## config.mk

```make
export PLATFORM = sky130hd
export DESIGN_NAME = bgdc_top
export DESIGN_NICKNAME = d
export VERILOG_FILES = /design/src/bgdc_pkg.sv /design/src/bgdc_gate_if.sv /design/src/bgdc_top.sv /design/src/bgdc_dead_time.sv
export SDC_FILE = /design/constraint.sdc
export NUM_CORES = 1
export LEC_CHECK = 0
export BUFFER_PORTS_ARGS = -buffer_cell sky130_fd_sc_hd__buf_4
export CORE_ASPECT_RATIO = 1.5
export CORE_MARGIN = 3
export CORE_UTILIZATION = 30
export CTS_CLUSTER_SIZE = 28
export DETAILED_ROUTE_END_ITERATION = 6
export PLACE_DENSITY = 0.55
export SLEW_MARGIN = 0
export SYNTH_ARGS = -nofsm -noshare
export SYNTH_HDL_FRONTEND = slang
export SYNTH_SLANG_ARGS = --single-unit
```

## constraint.sdc

```tcl
create_clock -name pclk -period 5.5 [get_ports pclk]
set_input_delay 0.275 -clock pclk [delete_from_list [all_inputs] [get_ports pclk]]
set_output_delay 0.275 -clock pclk [all_outputs]
set_load 0.005 [all_outputs]
```

## src/bgdc_pkg.sv

```systemverilog
// Shared constants, register map and types for the brushless gate drive controller
package bgdc_pkg;
  // Clock rate and time bases
  localparam int unsigned CLK_HZ = 40_000_000;
  localparam int unsigned CLK_PER_US = CLK_HZ / 1_000_000;
  // Default dead time, least time, rounded up to whole cycles
  localparam int unsigned DEAD_NS = 100;
  localparam int unsigned DEAD_CYC = (DEAD_NS * CLK_PER_US + 999) / 1000;
  // Default fixed off time
  localparam int unsigned OFF_US = 10;
  localparam int unsigned OFF_CYC = OFF_US * CLK_PER_US;
  // Default comparator blanking time
  localparam int unsigned BLANK_NS = 1000;
  localparam int unsigned BLANK_CYC = (BLANK_NS * CLK_PER_US + 999) / 1000;
  // Time a high-side drain-source level must persist before a short is flagged
  localparam int unsigned STG_QUAL_NS = 500;
  localparam int unsigned STG_QUAL_CYC = (STG_QUAL_NS * CLK_PER_US + 999) / 1000;

  // Widths
  localparam int unsigned ADDR_W = 12;
  localparam int unsigned DEAD_W = 8;
  localparam int unsigned OFF_W = 16;
  localparam int unsigned BLANK_W = 8;
  localparam int unsigned STG_W = 8;

  // Register byte offsets
  localparam logic [ADDR_W-1:0] ADDR_CTRL = 12'h000;
  localparam logic [ADDR_W-1:0] ADDR_DEAD = 12'h004;
  localparam logic [ADDR_W-1:0] ADDR_OFFT = 12'h008;
  localparam logic [ADDR_W-1:0] ADDR_BLANK = 12'h00C;
  localparam logic [ADDR_W-1:0] ADDR_STATUS = 12'h010;

  // Control register fields
  localparam int unsigned CTRL_W = 5;
  localparam int unsigned CTRL_SLOW_DECAY = 0;
  localparam int unsigned CTRL_SYNC_RECT = 1;
  localparam int unsigned CTRL_DIR = 2;
  localparam int unsigned CTRL_BRAKE_N = 3;
  localparam int unsigned CTRL_MOTOR_RESET = 4;
  localparam logic [CTRL_W-1:0] CTRL_RST = 5'h0F;

  // Timing register reset values and the short-to-ground qualify count
  localparam logic [DEAD_W-1:0] DEAD_RST = DEAD_W'(DEAD_CYC);
  localparam logic [OFF_W-1:0] OFF_RST = OFF_W'(OFF_CYC);
  localparam logic [BLANK_W-1:0] BLANK_RST = BLANK_W'(BLANK_CYC);
  localparam logic [STG_W-1:0] STG_QUAL = STG_W'(STG_QUAL_CYC);

  // Hall codes that never occur with 120 degree sensors
  localparam logic [2:0] HALL_ALL_LOW = 3'h0;
  localparam logic [2:0] HALL_ALL_HIGH = 3'h7;

  // Current limit phases
  typedef enum logic [1:0] {
    CL_ON = 2'b00,
    CL_OFF = 2'b01,
    CL_BLANK = 2'b10
  } bgdc_cl_t;
endpackage

```

## src/bgdc_gate_if.sv

```systemverilog
// Carrier between gate selection and dead-time insertion
`timescale 1ns/1ps
interface bgdc_gate_if #(
  parameter int unsigned DEAD_W = 8
);
  logic [2:0] hs_req;
  logic [2:0] ls_req;
  logic [DEAD_W-1:0] dead_cyc;
  logic [2:0] hs_gate;
  logic [2:0] ls_gate;
  modport ctrl (output hs_req, output ls_req, output dead_cyc, input hs_gate, input ls_gate);
  modport dt (input hs_req, input ls_req, input dead_cyc, output hs_gate, output ls_gate);
endinterface

```

## src/bgdc_top.sv

```systemverilog
// Brushless gate drive controller: commutation, chopping, current limit, faults, APB
//
// Functional notes
// RL1 - Fast decay, PWM low, no rectification: every gate output off.
// RL2 - PWM high: commutation-selected drivers on, regardless of decay and rectification.
// RL3 - Slow decay, PWM low, no rectification: only selected low side stays on.
// RL4 - Fast decay, PWM low, rectification on: opposite switches of the selection on.
// RL5 - Slow decay, PWM low, rectification on: both low sides of the pair on.
// RL6 - Motor reset forces all gates off and clears fault logic, overriding everything; the code lets a new overheat or short set win over its clear.
// RL7 - A programmable dead time separates every turn-off from the next turn-on.
// RL8 - High side held off while bootstrap charge current is high, no fault.
// RL9 - Hall code all zeros or all ones raises fault and coasts.
// RL10 - Gate supply below threshold holds every gate output low.
// RL11 - Overtemperature faults and coasts; clears once temperature falls below lower threshold.
// RL12 - High side on with drain-source voltage staying high flags short to ground.
// RL13 - Every commutation step clears a latched short-to-ground fault.
// RL14 - Without commutation the short fault holds until motor reset.
// RL15 - Current trip resets source latch, high side off for fixed off time.
// RL16 - After off time high side returns; comparator ignored during blanking.
// RL17 - Braking turns every low side on and every high side off.
// RL18 - Motor reset beats brake and coasts the motor.
// RL19 - Brake input is active low.
// RL20 - Six-state Hall table selects drivers; direction reverses the sequence.
// RL21 - One speed pulse per Hall input transition.
// RL22 - Short fault turns off high sides only; other faults coast everything.
// RL23 - Off, blanking and dead times are programmable cycle counts.
// RL24 - Fault output high while any fault condition is active.
//
// Our own choices: the APB slave port and the address map.
`timescale 1ns/1ps
module bgdc_top (
  input wire logic pclk,
  input wire logic presetn,
  input wire logic [bgdc_pkg::ADDR_W-1:0] paddr,
  input wire logic psel,
  input wire logic penable,
  input wire logic pwrite,
  input wire logic [31:0] pwdata,
  output logic [31:0] prdata,
  output logic pready,
  output logic pslverr,
  input wire logic [2:0] hall_inputs,
  input wire logic pwm_in,
  input wire logic current_trip,
  input wire logic gate_supply_ok,
  input wire logic temp_over_165,
  input wire logic temp_under_155,
  input wire logic [2:0] hs_vds_high,
  input wire logic [2:0] boot_charge_high,
  output logic [2:0] high_side_gate,
  output logic [2:0] low_side_gate,
  output logic fault_out,
  output logic speed_pulse_out
);
  import bgdc_pkg::*;

  // Software-visible state
  logic [CTRL_W-1:0] ctrl_r;
  logic [DEAD_W-1:0] dead_r;
  logic [OFF_W-1:0] off_r;
  logic [BLANK_W-1:0] blank_r;
  logic [31:0] prdata_r;
  logic pready_r;
  logic pslverr_r;
  // Control fields
  logic slow_decay;
  logic sync_rect_enable;
  logic dir;
  logic brake_n;
  logic motor_reset;
  // Commutation and chopping
  logic [2:0] sel_hs;
  logic [2:0] sel_ls;
  logic [2:0] hs_req;
  logic [2:0] ls_req;
  logic chop;
  logic [2:0] hall_prev_r;
  logic hall_chg;
  logic commutation;
  logic speed_pulse_r;
  logic hall_primed_r;

  // Current limit
  bgdc_cl_t cl_state_r;
  logic [OFF_W-1:0] cl_cnt_r;
  logic pwm_prev_r;

  // Faults
  logic hall_bad;
  logic uv_fault;
  logic ot_r;
  logic stg_r;
  logic [STG_W-1:0] stg_cnt_r;
  logic stg_seen;
  logic stg_set;
  logic coast;
  logic fault_r;

  // APB decode
  logic setup_ph;
  logic wr_en;
  logic [31:0] rd_mux;
  logic rd_hit;
  logic [31:0] status_word;
  bgdc_gate_if #(.DEAD_W(DEAD_W)) gif ();
  assign slow_decay = ctrl_r[CTRL_SLOW_DECAY];
  assign sync_rect_enable = ctrl_r[CTRL_SYNC_RECT];
  assign dir = ctrl_r[CTRL_DIR];
  assign brake_n = ctrl_r[CTRL_BRAKE_N];
  assign motor_reset = ctrl_r[CTRL_MOTOR_RESET];

  // APB slave: zero wait states, answer prepared in the setup cycle
  assign setup_ph = psel & ~penable;
  assign wr_en = psel & penable & pwrite & pready_r;

  // Status word shows live fault sources and gate state
  assign status_word = {16'h0000, cl_state_r, low_side_gate, high_side_gate,
                        hall_inputs, fault_r, stg_r, ot_r, uv_fault, hall_bad};

  // Read multiplexer; unmapped addresses answer zero with an error
  always_comb begin
    rd_mux = 32'h0000_0000;
    rd_hit = 1'b1;
    unique case (paddr)
      ADDR_CTRL: rd_mux = {27'h000_0000, ctrl_r};
      ADDR_DEAD: rd_mux = {24'h00_0000, dead_r};
      ADDR_OFFT: rd_mux = {16'h0000, off_r};
      ADDR_BLANK: rd_mux = {24'h00_0000, blank_r};
      ADDR_STATUS: rd_mux = status_word;
      default: rd_hit = 1'b0;
    endcase
  end

  // Answer registers; pready is high exactly in the access cycle
  always_ff @(posedge pclk or negedge presetn) begin
    if (!presetn) begin
      prdata_r <= 32'h0000_0000;
      pready_r <= 1'b0;
      pslverr_r <= 1'b0;
    end else begin
      pready_r <= setup_ph;
      if (setup_ph) begin
        prdata_r <= pwrite ? 32'h0000_0000 : rd_mux;
        pslverr_r <= ~rd_hit | (pwrite & paddr == ADDR_STATUS);
      end else begin
        pslverr_r <= 1'b0;
      end
    end
  end

  // Writable registers; the status word is read-only
  always_ff @(posedge pclk or negedge presetn) begin
    if (!presetn) begin
      ctrl_r <= CTRL_RST;
      dead_r <= DEAD_RST;
      off_r <= OFF_RST;
      blank_r <= BLANK_RST;
    end else if (wr_en) begin
      unique case (paddr)
        ADDR_CTRL: ctrl_r <= pwdata[CTRL_W-1:0];
        ADDR_DEAD: dead_r <= pwdata[DEAD_W-1:0]; // RL23
        ADDR_OFFT: off_r <= pwdata[OFF_W-1:0]; // RL23
        ADDR_BLANK: blank_r <= pwdata[BLANK_W-1:0]; // RL23
        default: ;
      endcase
    end
  end

  // Commutation table
  // Forward table; reverse simply swaps the high and low selections
  always_comb begin
    logic [2:0] fwd_hs;
    logic [2:0] fwd_ls;
    fwd_hs = 3'h0;
    fwd_ls = 3'h0;
    unique case (hall_inputs)
      3'b101: begin
        fwd_hs = 3'b001;
        fwd_ls = 3'b100;
      end
      3'b100: begin
        fwd_hs = 3'b010;
        fwd_ls = 3'b100;
      end
      3'b110: begin
        fwd_hs = 3'b010;
        fwd_ls = 3'b001;
      end
      3'b010: begin
        fwd_hs = 3'b100;
        fwd_ls = 3'b001;
      end
      3'b011: begin
        fwd_hs = 3'b100;
        fwd_ls = 3'b010;
      end
      3'b001: begin
        fwd_hs = 3'b001;
        fwd_ls = 3'b010;
      end
      default: ; // Illegal codes select nothing
    endcase
    sel_hs = dir ? fwd_hs : fwd_ls; // RL20
    sel_ls = dir ? fwd_ls : fwd_hs; // RL20
  end

  // Hall edges give speed pulse and commutation; first cycle after reset only primes
  assign hall_chg = hall_primed_r & (hall_inputs != hall_prev_r);
  assign commutation = hall_chg & ~hall_bad;
  always_ff @(posedge pclk or negedge presetn) begin
    if (!presetn) begin
      hall_prev_r <= 3'h0;
      hall_primed_r <= 1'b0;
      speed_pulse_r <= 1'b0;
    end else begin
      hall_prev_r <= hall_inputs;
      hall_primed_r <= 1'b1;
      speed_pulse_r <= hall_chg; // RL21
    end
  end

  // Fixed off-time current limit; the blank after it keeps diode recovery from retriggering
  always_ff @(posedge pclk or negedge presetn) begin
    if (!presetn) begin
      cl_state_r <= CL_ON;
      cl_cnt_r <= '0;
      pwm_prev_r <= 1'b0;
    end else begin
      pwm_prev_r <= pwm_in;
      if (motor_reset) begin
        cl_state_r <= CL_ON;
        cl_cnt_r <= '0;
      end else begin
        unique case (cl_state_r)
          CL_ON: begin
            if (pwm_in & ~pwm_prev_r) begin
              cl_state_r <= CL_BLANK;
              cl_cnt_r <= {{(OFF_W-BLANK_W){1'b0}}, blank_r};
            end else if (pwm_in & current_trip) begin
              cl_state_r <= CL_OFF; // RL15
              cl_cnt_r <= off_r;
            end
          end
          CL_OFF: begin
            if (cl_cnt_r <= 16'h0001) begin
              cl_state_r <= CL_BLANK; // RL16
              cl_cnt_r <= {{(OFF_W-BLANK_W){1'b0}}, blank_r};
            end else begin
              cl_cnt_r <= cl_cnt_r - 1'b1;
            end
          end
          CL_BLANK: begin
            if (cl_cnt_r <= 16'h0001) begin
              cl_state_r <= CL_ON; // RL16
              cl_cnt_r <= '0;
            end else begin
              cl_cnt_r <= cl_cnt_r - 1'b1;
            end
          end
          default: begin
            cl_state_r <= CL_ON;
            cl_cnt_r <= '0;
          end
        endcase
      end
    end
  end

  // Faults
  assign hall_bad = hall_inputs == HALL_ALL_LOW || hall_inputs == HALL_ALL_HIGH; // RL9
  assign uv_fault = ~gate_supply_ok; // RL10
  assign coast = motor_reset | hall_bad | uv_fault | ot_r; // RL22

  // Thermal flag with hysteresis; a new overheat wins over a clear
  always_ff @(posedge pclk or negedge presetn) begin
    if (!presetn) begin
      ot_r <= 1'b0;
    end else if (temp_over_165) begin
      ot_r <= 1'b1; // RL11
    end else if (temp_under_155 | motor_reset) begin
      ot_r <= 1'b0; // RL11
    end
  end

  // Short to ground: an energised high side whose drain-source level stays
  // high for the qualify time; the filter ignores the normal switching edge
  assign stg_seen = |(high_side_gate & hs_vds_high);
  assign stg_set = stg_seen & (stg_cnt_r >= STG_QUAL - 1'b1);

  always_ff @(posedge pclk or negedge presetn) begin
    if (!presetn) begin
      stg_cnt_r <= '0;
    end else if (!stg_seen) begin
      stg_cnt_r <= '0;
    end else if (stg_cnt_r != STG_QUAL) begin
      stg_cnt_r <= stg_cnt_r + 1'b1; // RL12
    end
  end

  // Latched until a commutation or a motor reset; set wins over clear
  always_ff @(posedge pclk or negedge presetn) begin
    if (!presetn) begin
      stg_r <= 1'b0;
    end else if (stg_set) begin
      stg_r <= 1'b1; // RL12
    end else if (commutation | motor_reset) begin
      stg_r <= 1'b0; // RL13 RL14 RL6
    end
  end

  // Fault pin reflects every live fault source
  always_ff @(posedge pclk or negedge presetn) begin
    if (!presetn) begin
      fault_r <= 1'b0;
    end else begin
      fault_r <= hall_bad | uv_fault | ot_r | stg_r; // RL24
    end
  end

  // Gate request selection
  // Off window of the current limit recirculates like a PWM-low phase
  assign chop = ~pwm_in | (cl_state_r == CL_OFF); // RL15

  always_comb begin
    hs_req = 3'h0;
    ls_req = 3'h0;
    if (coast) begin
      hs_req = 3'h0; // RL6 RL18 RL9 RL10 RL11
      ls_req = 3'h0;
    end else if (!brake_n) begin
      ls_req = 3'h7; // RL17 RL19
    end else if (!chop) begin
      hs_req = sel_hs; // RL2
      ls_req = sel_ls;
    end else begin
      unique case ({slow_decay, sync_rect_enable})
        2'b00: ls_req = 3'h0; // RL1
        2'b10: ls_req = sel_ls; // RL3
        2'b01: begin
          hs_req = sel_ls; // RL4
          ls_req = sel_hs;
        end
        2'b11: ls_req = sel_ls | sel_hs; // RL5
      endcase
    end
    // High sides alone drop on a short or while the bootstrap charges
    hs_req = hs_req & ~{3{stg_r}} & ~boot_charge_high; // RL22 RL8
  end

  assign gif.hs_req = hs_req;
  assign gif.ls_req = ls_req;
  assign gif.dead_cyc = dead_r;

  // Dead-time stage owns the gate flip-flops
  bgdc_dead_time #(.DEAD_W(DEAD_W)) u_dead (
    .pclk(pclk),
    .presetn(presetn),
    .gif(gif)
  );

  // Output pins
  assign high_side_gate = gif.hs_gate;
  assign low_side_gate = gif.ls_gate;
  assign fault_out = fault_r;
  assign speed_pulse_out = speed_pulse_r;
  assign prdata = prdata_r;
  assign pready = pready_r;
  assign pslverr = pslverr_r;
endmodule

```

## src/bgdc_dead_time.sv

```systemverilog
// Per-phase dead-time insertion for the six gate outputs
`timescale 1ns/1ps
module bgdc_dead_time #(
  parameter int unsigned DEAD_W = 8
) (
  input wire logic pclk,
  input wire logic presetn,
  bgdc_gate_if.dt gif
);
  import bgdc_pkg::*;

  for (genvar ph = 0; ph < 3; ph++) begin : g_phase
    logic [DEAD_W-1:0] cnt_r;
    logic hs_r;
    logic ls_r;
    logic turn_off;

    // Any driver of this phase dropping restarts the gap
    assign turn_off = (hs_r & ~gif.hs_req[ph]) | (ls_r & ~gif.ls_req[ph]);

    // Gap counter, reloaded at every turn-off
    always_ff @(posedge pclk or negedge presetn) begin
      if (!presetn) begin
        cnt_r <= '0;
      end else if (turn_off) begin
        cnt_r <= gif.dead_cyc; // RL7
      end else if (cnt_r != '0) begin
        cnt_r <= cnt_r - 1'b1;
      end
    end

    // Turn-off is immediate; turn-on waits for the gap and a quiet partner
    always_ff @(posedge pclk or negedge presetn) begin
      if (!presetn) begin
        hs_r <= 1'b0;
        ls_r <= 1'b0;
      end else begin
        hs_r <= gif.hs_req[ph] & (hs_r | (cnt_r == '0 & ~ls_r & ~gif.ls_req[ph])); // RL7
        ls_r <= gif.ls_req[ph] & (ls_r | (cnt_r == '0 & ~hs_r & ~gif.hs_req[ph])); // RL7
      end
    end

    assign gif.hs_gate[ph] = hs_r;
    assign gif.ls_gate[ph] = ls_r;
  end
endmodule

```

* Word level (Yosys, flattened, before mapping)
Cells that the tools add are included.
** Word-level totals
- Output and inout bits :: 42
- Bits in registers :: 136
- Word-level logic and storage cells :: 201
** Cells by class
- Mux-type cells :: 40
- Add/subtract/negate cells :: 5
- $lt $le $gt $ge :: 2
- Bitwise gates (word level) :: 77
- Equal/unequal tests :: 22
- Reductions and logical operators :: 29
** Operator list (count)
- 16-bit two-way mux :: 5
- 16-bit one-hot mux with 5 select lines :: 1
- 8-bit two-way mux :: 8
- 16-bit one-hot mux with 3 select lines :: 1
- 1-bit AND :: 34
- 32-bit two-way mux :: 1
- 3-bit two-way mux :: 9
- 12-bit by 4-bit == test with 1-bit output, second input constant :: 2
- 8-bit logical NOT :: 3
- 8-bit nonzero test :: 3
- 8-bit by 1-bit subtractor with 8-bit output, second input constant :: 3
- 1-bit bitwise OR :: 19
- 1-bit inverter :: 18
- 3-bit one-hot mux with 3 select lines :: 2
- 16-bit by 1-bit <= comparator with 1-bit output, second input constant :: 1
- 16-bit by 1-bit subtractor with 16-bit output, second input constant :: 1
- 12-bit by 3-bit == test with 1-bit output, second input constant :: 1
- 12-bit by 5-bit == test with 1-bit output, second input constant :: 1
- 3-bit == test, second input constant :: 4
- 12-bit logical NOT :: 1
- 3-bit one-hot mux with 4 select lines :: 1
- 2-bit OR reduction :: 6
- 2-bit two-way mux :: 5
- 2-bit nonzero test :: 5
- 23 further kinds :: 40

* Longest topological paths before layout
- Word-level depth :: 14
- Gate-level depth with buffers :: 8

* By module
Synthesis repeated with hierarchy kept, for this count alone.
** Second synthesis, totals
- Cell total of the unflattened synthesis :: 673
- Area total of the unflattened synthesis :: 6731.5 um2
** By module, submodules not included
- bgdc_top :: instances 1, cells each 484, area each 5018.6 um2
- bgdc_dead_time :: instances 1, cells each 189, area each 1712.9 um2

* Worst setup path after synthesis
Ideal clock, no wire load.
- Path type :: register -> register
- Start point :: register ctrl_r[2]
- End point :: register u_dead.g_phase[0].cnt_r[0]
- Library setup time :: 0.125 ns
- Data arrival time :: 2.200 ns
- Required time :: 5.375 ns
- Setup slack :: 3.176 ns
- Path buffers :: 1
- Stages on the path, launching flop included :: 8
- Cell sequence :: dfstp_2 > clkbuf_1 > nand2_1 > a211oi_1 > o21ai_0 > a211o_1 > a32oi_4 > mux2_2
** On the way
- Longest elaborated chain between the ends :: 11
- Elaborated cells between the ends (all ways) :: 20
- Classes of those cells :: mux: 11; bitwise: 8; reduce/logical: 1
** RTL lines
- start: declaration :: line bgdc_top.sv:58 : logic [CTRL_W-1:0] ctrl_r;
- start signal: assignment :: line bgdc_top.sv:160 : ADDR_CTRL: ctrl_r <= pwdata[CTRL_W-1:0];
- 3-bit two-way mux :: line bgdc_top.sv:204 : sel_ls = dir ? fwd_ls : fwd_hs;
- 3-bit two-way mux :: line bgdc_top.sv:336 : unique case ({slow_decay, sync_rect_enable})
- 3-bit two-way mux :: line bgdc_top.sv:332 : end else if (!chop) begin
- 3-bit two-way mux :: line bgdc_top.sv:330 : end else if (!brake_n) begin
- 3-bit two-way mux :: line bgdc_top.sv:327 : if (coast) begin
- 3-bit AND (2 in a row) :: line bgdc_top.sv:347 : hs_req = hs_req & ~{3{stg_r}} & ~boot_charge_high;
- 1-bit inverter :: line bgdc_dead_time.sv:19 : assign turn_off = (hs_r & ~gif.hs_req[ph]) | (ls_r & ~gif.ls_req[ph]);
- 1-bit AND :: line bgdc_dead_time.sv:19
- 1-bit bitwise OR * :: line bgdc_dead_time.sv:19
- 8-bit two-way mux / 2-bit nonzero test (equally long branches)
- end signal: assignment :: line bgdc_dead_time.sv:26 : cnt_r <= gif.dead_cyc;
- end signal: assignment :: line bgdc_dead_time.sv:28 : cnt_r <= cnt_r - 1'b1;
- end: declaration :: line bgdc_dead_time.sv:13 : logic [DEAD_W-1:0] cnt_r;
Mark *: on every way between the ends. The rest lies on a longest branch, timed or not.
A chain may end at the register's enable or synchronous reset.

* Final worst setup path
- Start point :: register cl_cnt_r[10]
- End point :: register cl_cnt_r[2]
** On the way
- Longest elaborated chain between the ends :: 4
- Elaborated cells between the ends (all ways) :: 5
- Classes of those cells :: order compare: 1; mux: 4
** RTL lines
- start: declaration :: line bgdc_top.sv:85 : logic [OFF_W-1:0] cl_cnt_r;
- start signal: assignment :: line bgdc_top.sv:238 : cl_cnt_r <= {{(OFF_W-BLANK_W){1'b0}}, blank_r};
- start signal: assignment :: line bgdc_top.sv:241 : cl_cnt_r <= off_r;
- start signal: assignment :: line bgdc_top.sv:247 : cl_cnt_r <= {{(OFF_W-BLANK_W){1'b0}}, blank_r};
- 16-bit by 1-bit <= comparator with 1-bit output * :: line bgdc_top.sv:245, bgdc_top.sv:253
- 16-bit two-way mux (on tied branches) :: line bgdc_top.sv:253, bgdc_top.sv:245
- 16-bit one-hot mux with 3 select lines * :: line bgdc_top.sv:234 : unique case (cl_state_r)
- 16-bit two-way mux * :: line bgdc_top.sv:230 : if (motor_reset) begin
Marks and branches as above.

==> results.py <==
metrics = {
    "critical_path": {
        "path_buf_inv": 0,
        "slowest_delay_ps": 540,
        "cp_data_required_time_ps": 5790,
        "setup.worst_path.end_class": "flop",
        "crit_start": "cl_cnt_r[10]",
        "worst-setup-path-type": "reg2reg",
        "crit_fanout": 10,
        "worstPathCellList": "or3_1 > nor4_1 > o2bb2ai_1 > nor2_1 > a222oi_1 > nand2_1",
        "crit_family": "simple AND/OR/NAND/NOR gates",
        "reg2reg_from": "cl_cnt_r[10]",
        "crit_path_start_kind": "flop",
        "cp_slowest_cell": "nor4_1",
        "arrival_ps": 3080,
    },
    "timing": {
        "worst_pin_slew_ps": 1040,
        "period_share": 0.506,
        "fin_setup_tns_ps": 0,
        "worst_clock_skew_ps": 6.98,
        "hold_ws_ps": -0.594,
        "rsz0062_at_grt": "false",
        "finalSetupViolCount": 0,
        "slew_viol_final": 0,
        "slew_headroom": 0.303,
        "finalHoldViolCount": 1,
        "fin_crit_ps": 2780,
        "fmax_mhz": 359,
    },
    "power": {
        "p_clk_frac": 0.357,
        "swShare": 0.316,
        "power_frac_seq": 0.361,
        "post-layout-total-power_mw": 3.28,
        "peakVddDrop_uv": 178,
        "p_leak_nw": 3.45,
        "p_per_area_nw_per_um2": 414,
        "p_switching_mw": 1.04,
        "p_comb_frac": 0.282,
        "p_int_mw": 2.24,
    },
    "floorplanning": {
        "floorplan.initialDensity": 0.309,
        "die_area_sq_um": 23700,
        "chipHeight_um": 187,
        "core_area_sq_um": 21200,
        "ioPinCount": 105,
        "rows": 65,
        "die_w_um": 127,
    },
    "grt": {
        "overflow": 0,
        "first_global_vias": 5166,
        "grt_usage": 0.155,
        "antenna_found_initial": 0,
        "grt_pass1_wl_um": 28500,
        "grt_max_degree": 71,
    },
    "logic_synthesis": {
        "ys_seq_area_frac": 0.460,
        "synth_area_leaders": "dfrtp_1 42%, mux2_2 10%, o21ai_0 4.3%, dfstp_2 4.0%, nand2_1 2.9%",
        "synth_ff_type": "dfrtp_1",
        "yosysTopAreaCellShare": 0.420,
        "ys_ff_latch": 120,
        "synth-warning-count": 0,
        "ys_types": 66,
        "postSynthCellCount": 646,
        "synth_top_area_cell": "dfrtp_1",
        "async_reset_ff_frac": 1.00,
        "avgSynthCellArea_sq_um": 10.1,
        "syn_area_sq_um": 6560,
        "synth-edff-count": 0,
    },
    "clocking": {
        "cts_inserted_buffers": 17,
        "post-cts-setup-buffer-count": 0,
        "clk_transition_reported_paths_ps": 50,
        "cts_hold_buf": 0,
        "cts_root_buf": "clkbuf_16",
        "numClockSinks": 120,
        "cts_tree": "done",
        "ctsLongestPathBuffers": 2,
        "clk_latency_ps": 420,
        "post_cts_resized": 0,
        "htree_levels": 4,
    },
    "detailed_routing": {
        "wl_um": 18000,
        "route.detailed.drc": 0,
        "first_iter_violations": 315,
        "drtAntennaViolNets": 0,
        "detail_route.vias_per_cell": 5.13,
        "vias": 5090,
        "post_drt_wl_per_cell_um": 18.1,
        "dr.pass1.iters": 4,
    },
    "placed_design": {
        "gp_congestion": 0.874,
        "placedCellCount": 961,
        "hpwl_um": 13600,
        "port_buffers": 72,
    },
    "finish": {
        "area.growth.synth_to_final_pct": 20.6,
        "fin_cells": 993,
        "nFillCells": 2125,
        "layout-drive-gt1-share": 0.283,
        "final_util": 0.372,
        "antenna_cells": 0,
        "nets": 782,
    },
    "worst_hold_path": {
        "worstHoldPathType": "in2async",
    },
    "run_status": {
        "status": "finished with violations",
        "violations": "hold timing",
    },
    "job": {
        "cap_violations": 0,
    },
}
## flip-flops by register name, indices dropped and copies added, names as in the netlist, 2 cells and up
name,count
cl_cnt_r,16
u_dead.g_phase.hs_r,3
stg_cnt_r,8
prdata,16
blank_r,8
hall_prev_r,3
dead_r,8
ctrl_r,5
cl_state_r,2
off_r,16
u_dead.g_phase.ls_r,3
u_dead.g_phase.cnt_r,24
## cell usage after synthesis, types with 4 or more instances
master      n
a211oi_1    5
a21oi_1    24
a222oi_1    4
a22oi_1    17
a31oi_1     5
buf_2       4
buf_4      24
clkbuf_1   16
dfrtp_1   110
dfstp_2    10
ha_1        7
inv_1      33
mux2_2     61
mux2i_1     4
mux4_2      5
nand2_1    50
nand2b_1   14
nand3_1    15
nor2_1     37
nor2b_1     4
nor3_1     28
nor4_1      6
o21a_1      5
o21ai_0    56
o31ai_1     5
or3_1      15
xnor2_1    10
xor2_1     11
## area by class of cell
class	count	area, sq um	area share
Tap cell	268	335	0.0424
Multi-Input combinational cell	462	3220	0.407
Inverter	33	124	0.0157
Clock inverter	7	113	0.0142
Timing Repair Buffer	78	586	0.0741
Sequential cell	120	3020	0.381
Clock buffer	25	515	0.0652
## kinds of logic (layout without fill, tap and decap cells)
group           Yosys count  count (layout)  share of synthesized area
compound gates          151             151                      0.153
xor+xnor                 21              21                     0.0281
fa+ha+maj                 7               7                     0.0134
buf+inv                  79             143                     0.0599
flops                   120             120                      0.460
mux                      70              70                      0.128
other cells               2              17                    0.00115
simple gates            196             196                      0.156
## placed cells by master, fill, tap and decap left out, types with 5 or more instances in the layout
master	instances
a211oi_1	5
a21oi_1	24
a22oi_1	17
a31oi_1	5
buf_4	78
clkbuf_16	17
clkbuf_8	6
conb_1	17
dfrtp_1	110
dfstp_2	10
ha_1	7
inv_1	33
mux2_2	61
mux4_2	5
nand2_1	50
nand2b_1	14
nand3_1	15
nor2_1	37
nor3_1	28
nor4_1	5
o21a_1	5
o21ai_0	56
o31ai_1	5
or3_1	15
xnor2_1	10
xor2_1	11
## path summary, 6_finish.rpt
| path | endpoint | slack [ps] | cells past startpoint |
|---|---|---|---|
| worst max-delay path | cl_cnt_r[2] | 2720 | 6 |
| worst min-delay path | dead_r[6] | -0.6 | 1 |
| worst max register to register | cl_cnt_r[2] | 2720 | 6 |
| worst min register to register | prdata[11] | 480 | 2 |
| max in group asynchronous | pready | 4270 | 2 |
| min in group pclk | hall_prev_r[0] | 50 | 1 |
## power by group through the flow
stage | logic [mW] | registers [mW] | clock network [mW]
after floorplan | 0.737 | 1.14 | 0
after global placement | 0.912 | 1.19 | 0
after detailed placement | 0.926 | 1.20 | 0
after CTS | 0.932 | 1.18 | 1.19
after global routing | 1.05 | 1.21 | 1.23
final | 0.924 | 1.18 | 1.17
## routing by layer
metal | up-vias | GRT usage | share of wire
met1 | 2527 | 0.177 | 0.40
met4 | 0 | 0.0545 | 0.021
met5 | - | 0 | 0
met3 | 21 | 0.0340 | 0.036
met2 | 105 | 0.283 | 0.54
li1 | 2437 | - | -
## through the flow
stage	instance area [sq um]	worst slack (ps)
floorplan	6610	3180
global placement	7280	2760
CTS	7910	2710
detailed placement	7280	2720
global route	7910	2530
finish	7910	2720
Note: power is estimated with default switching activity, not from simulation.
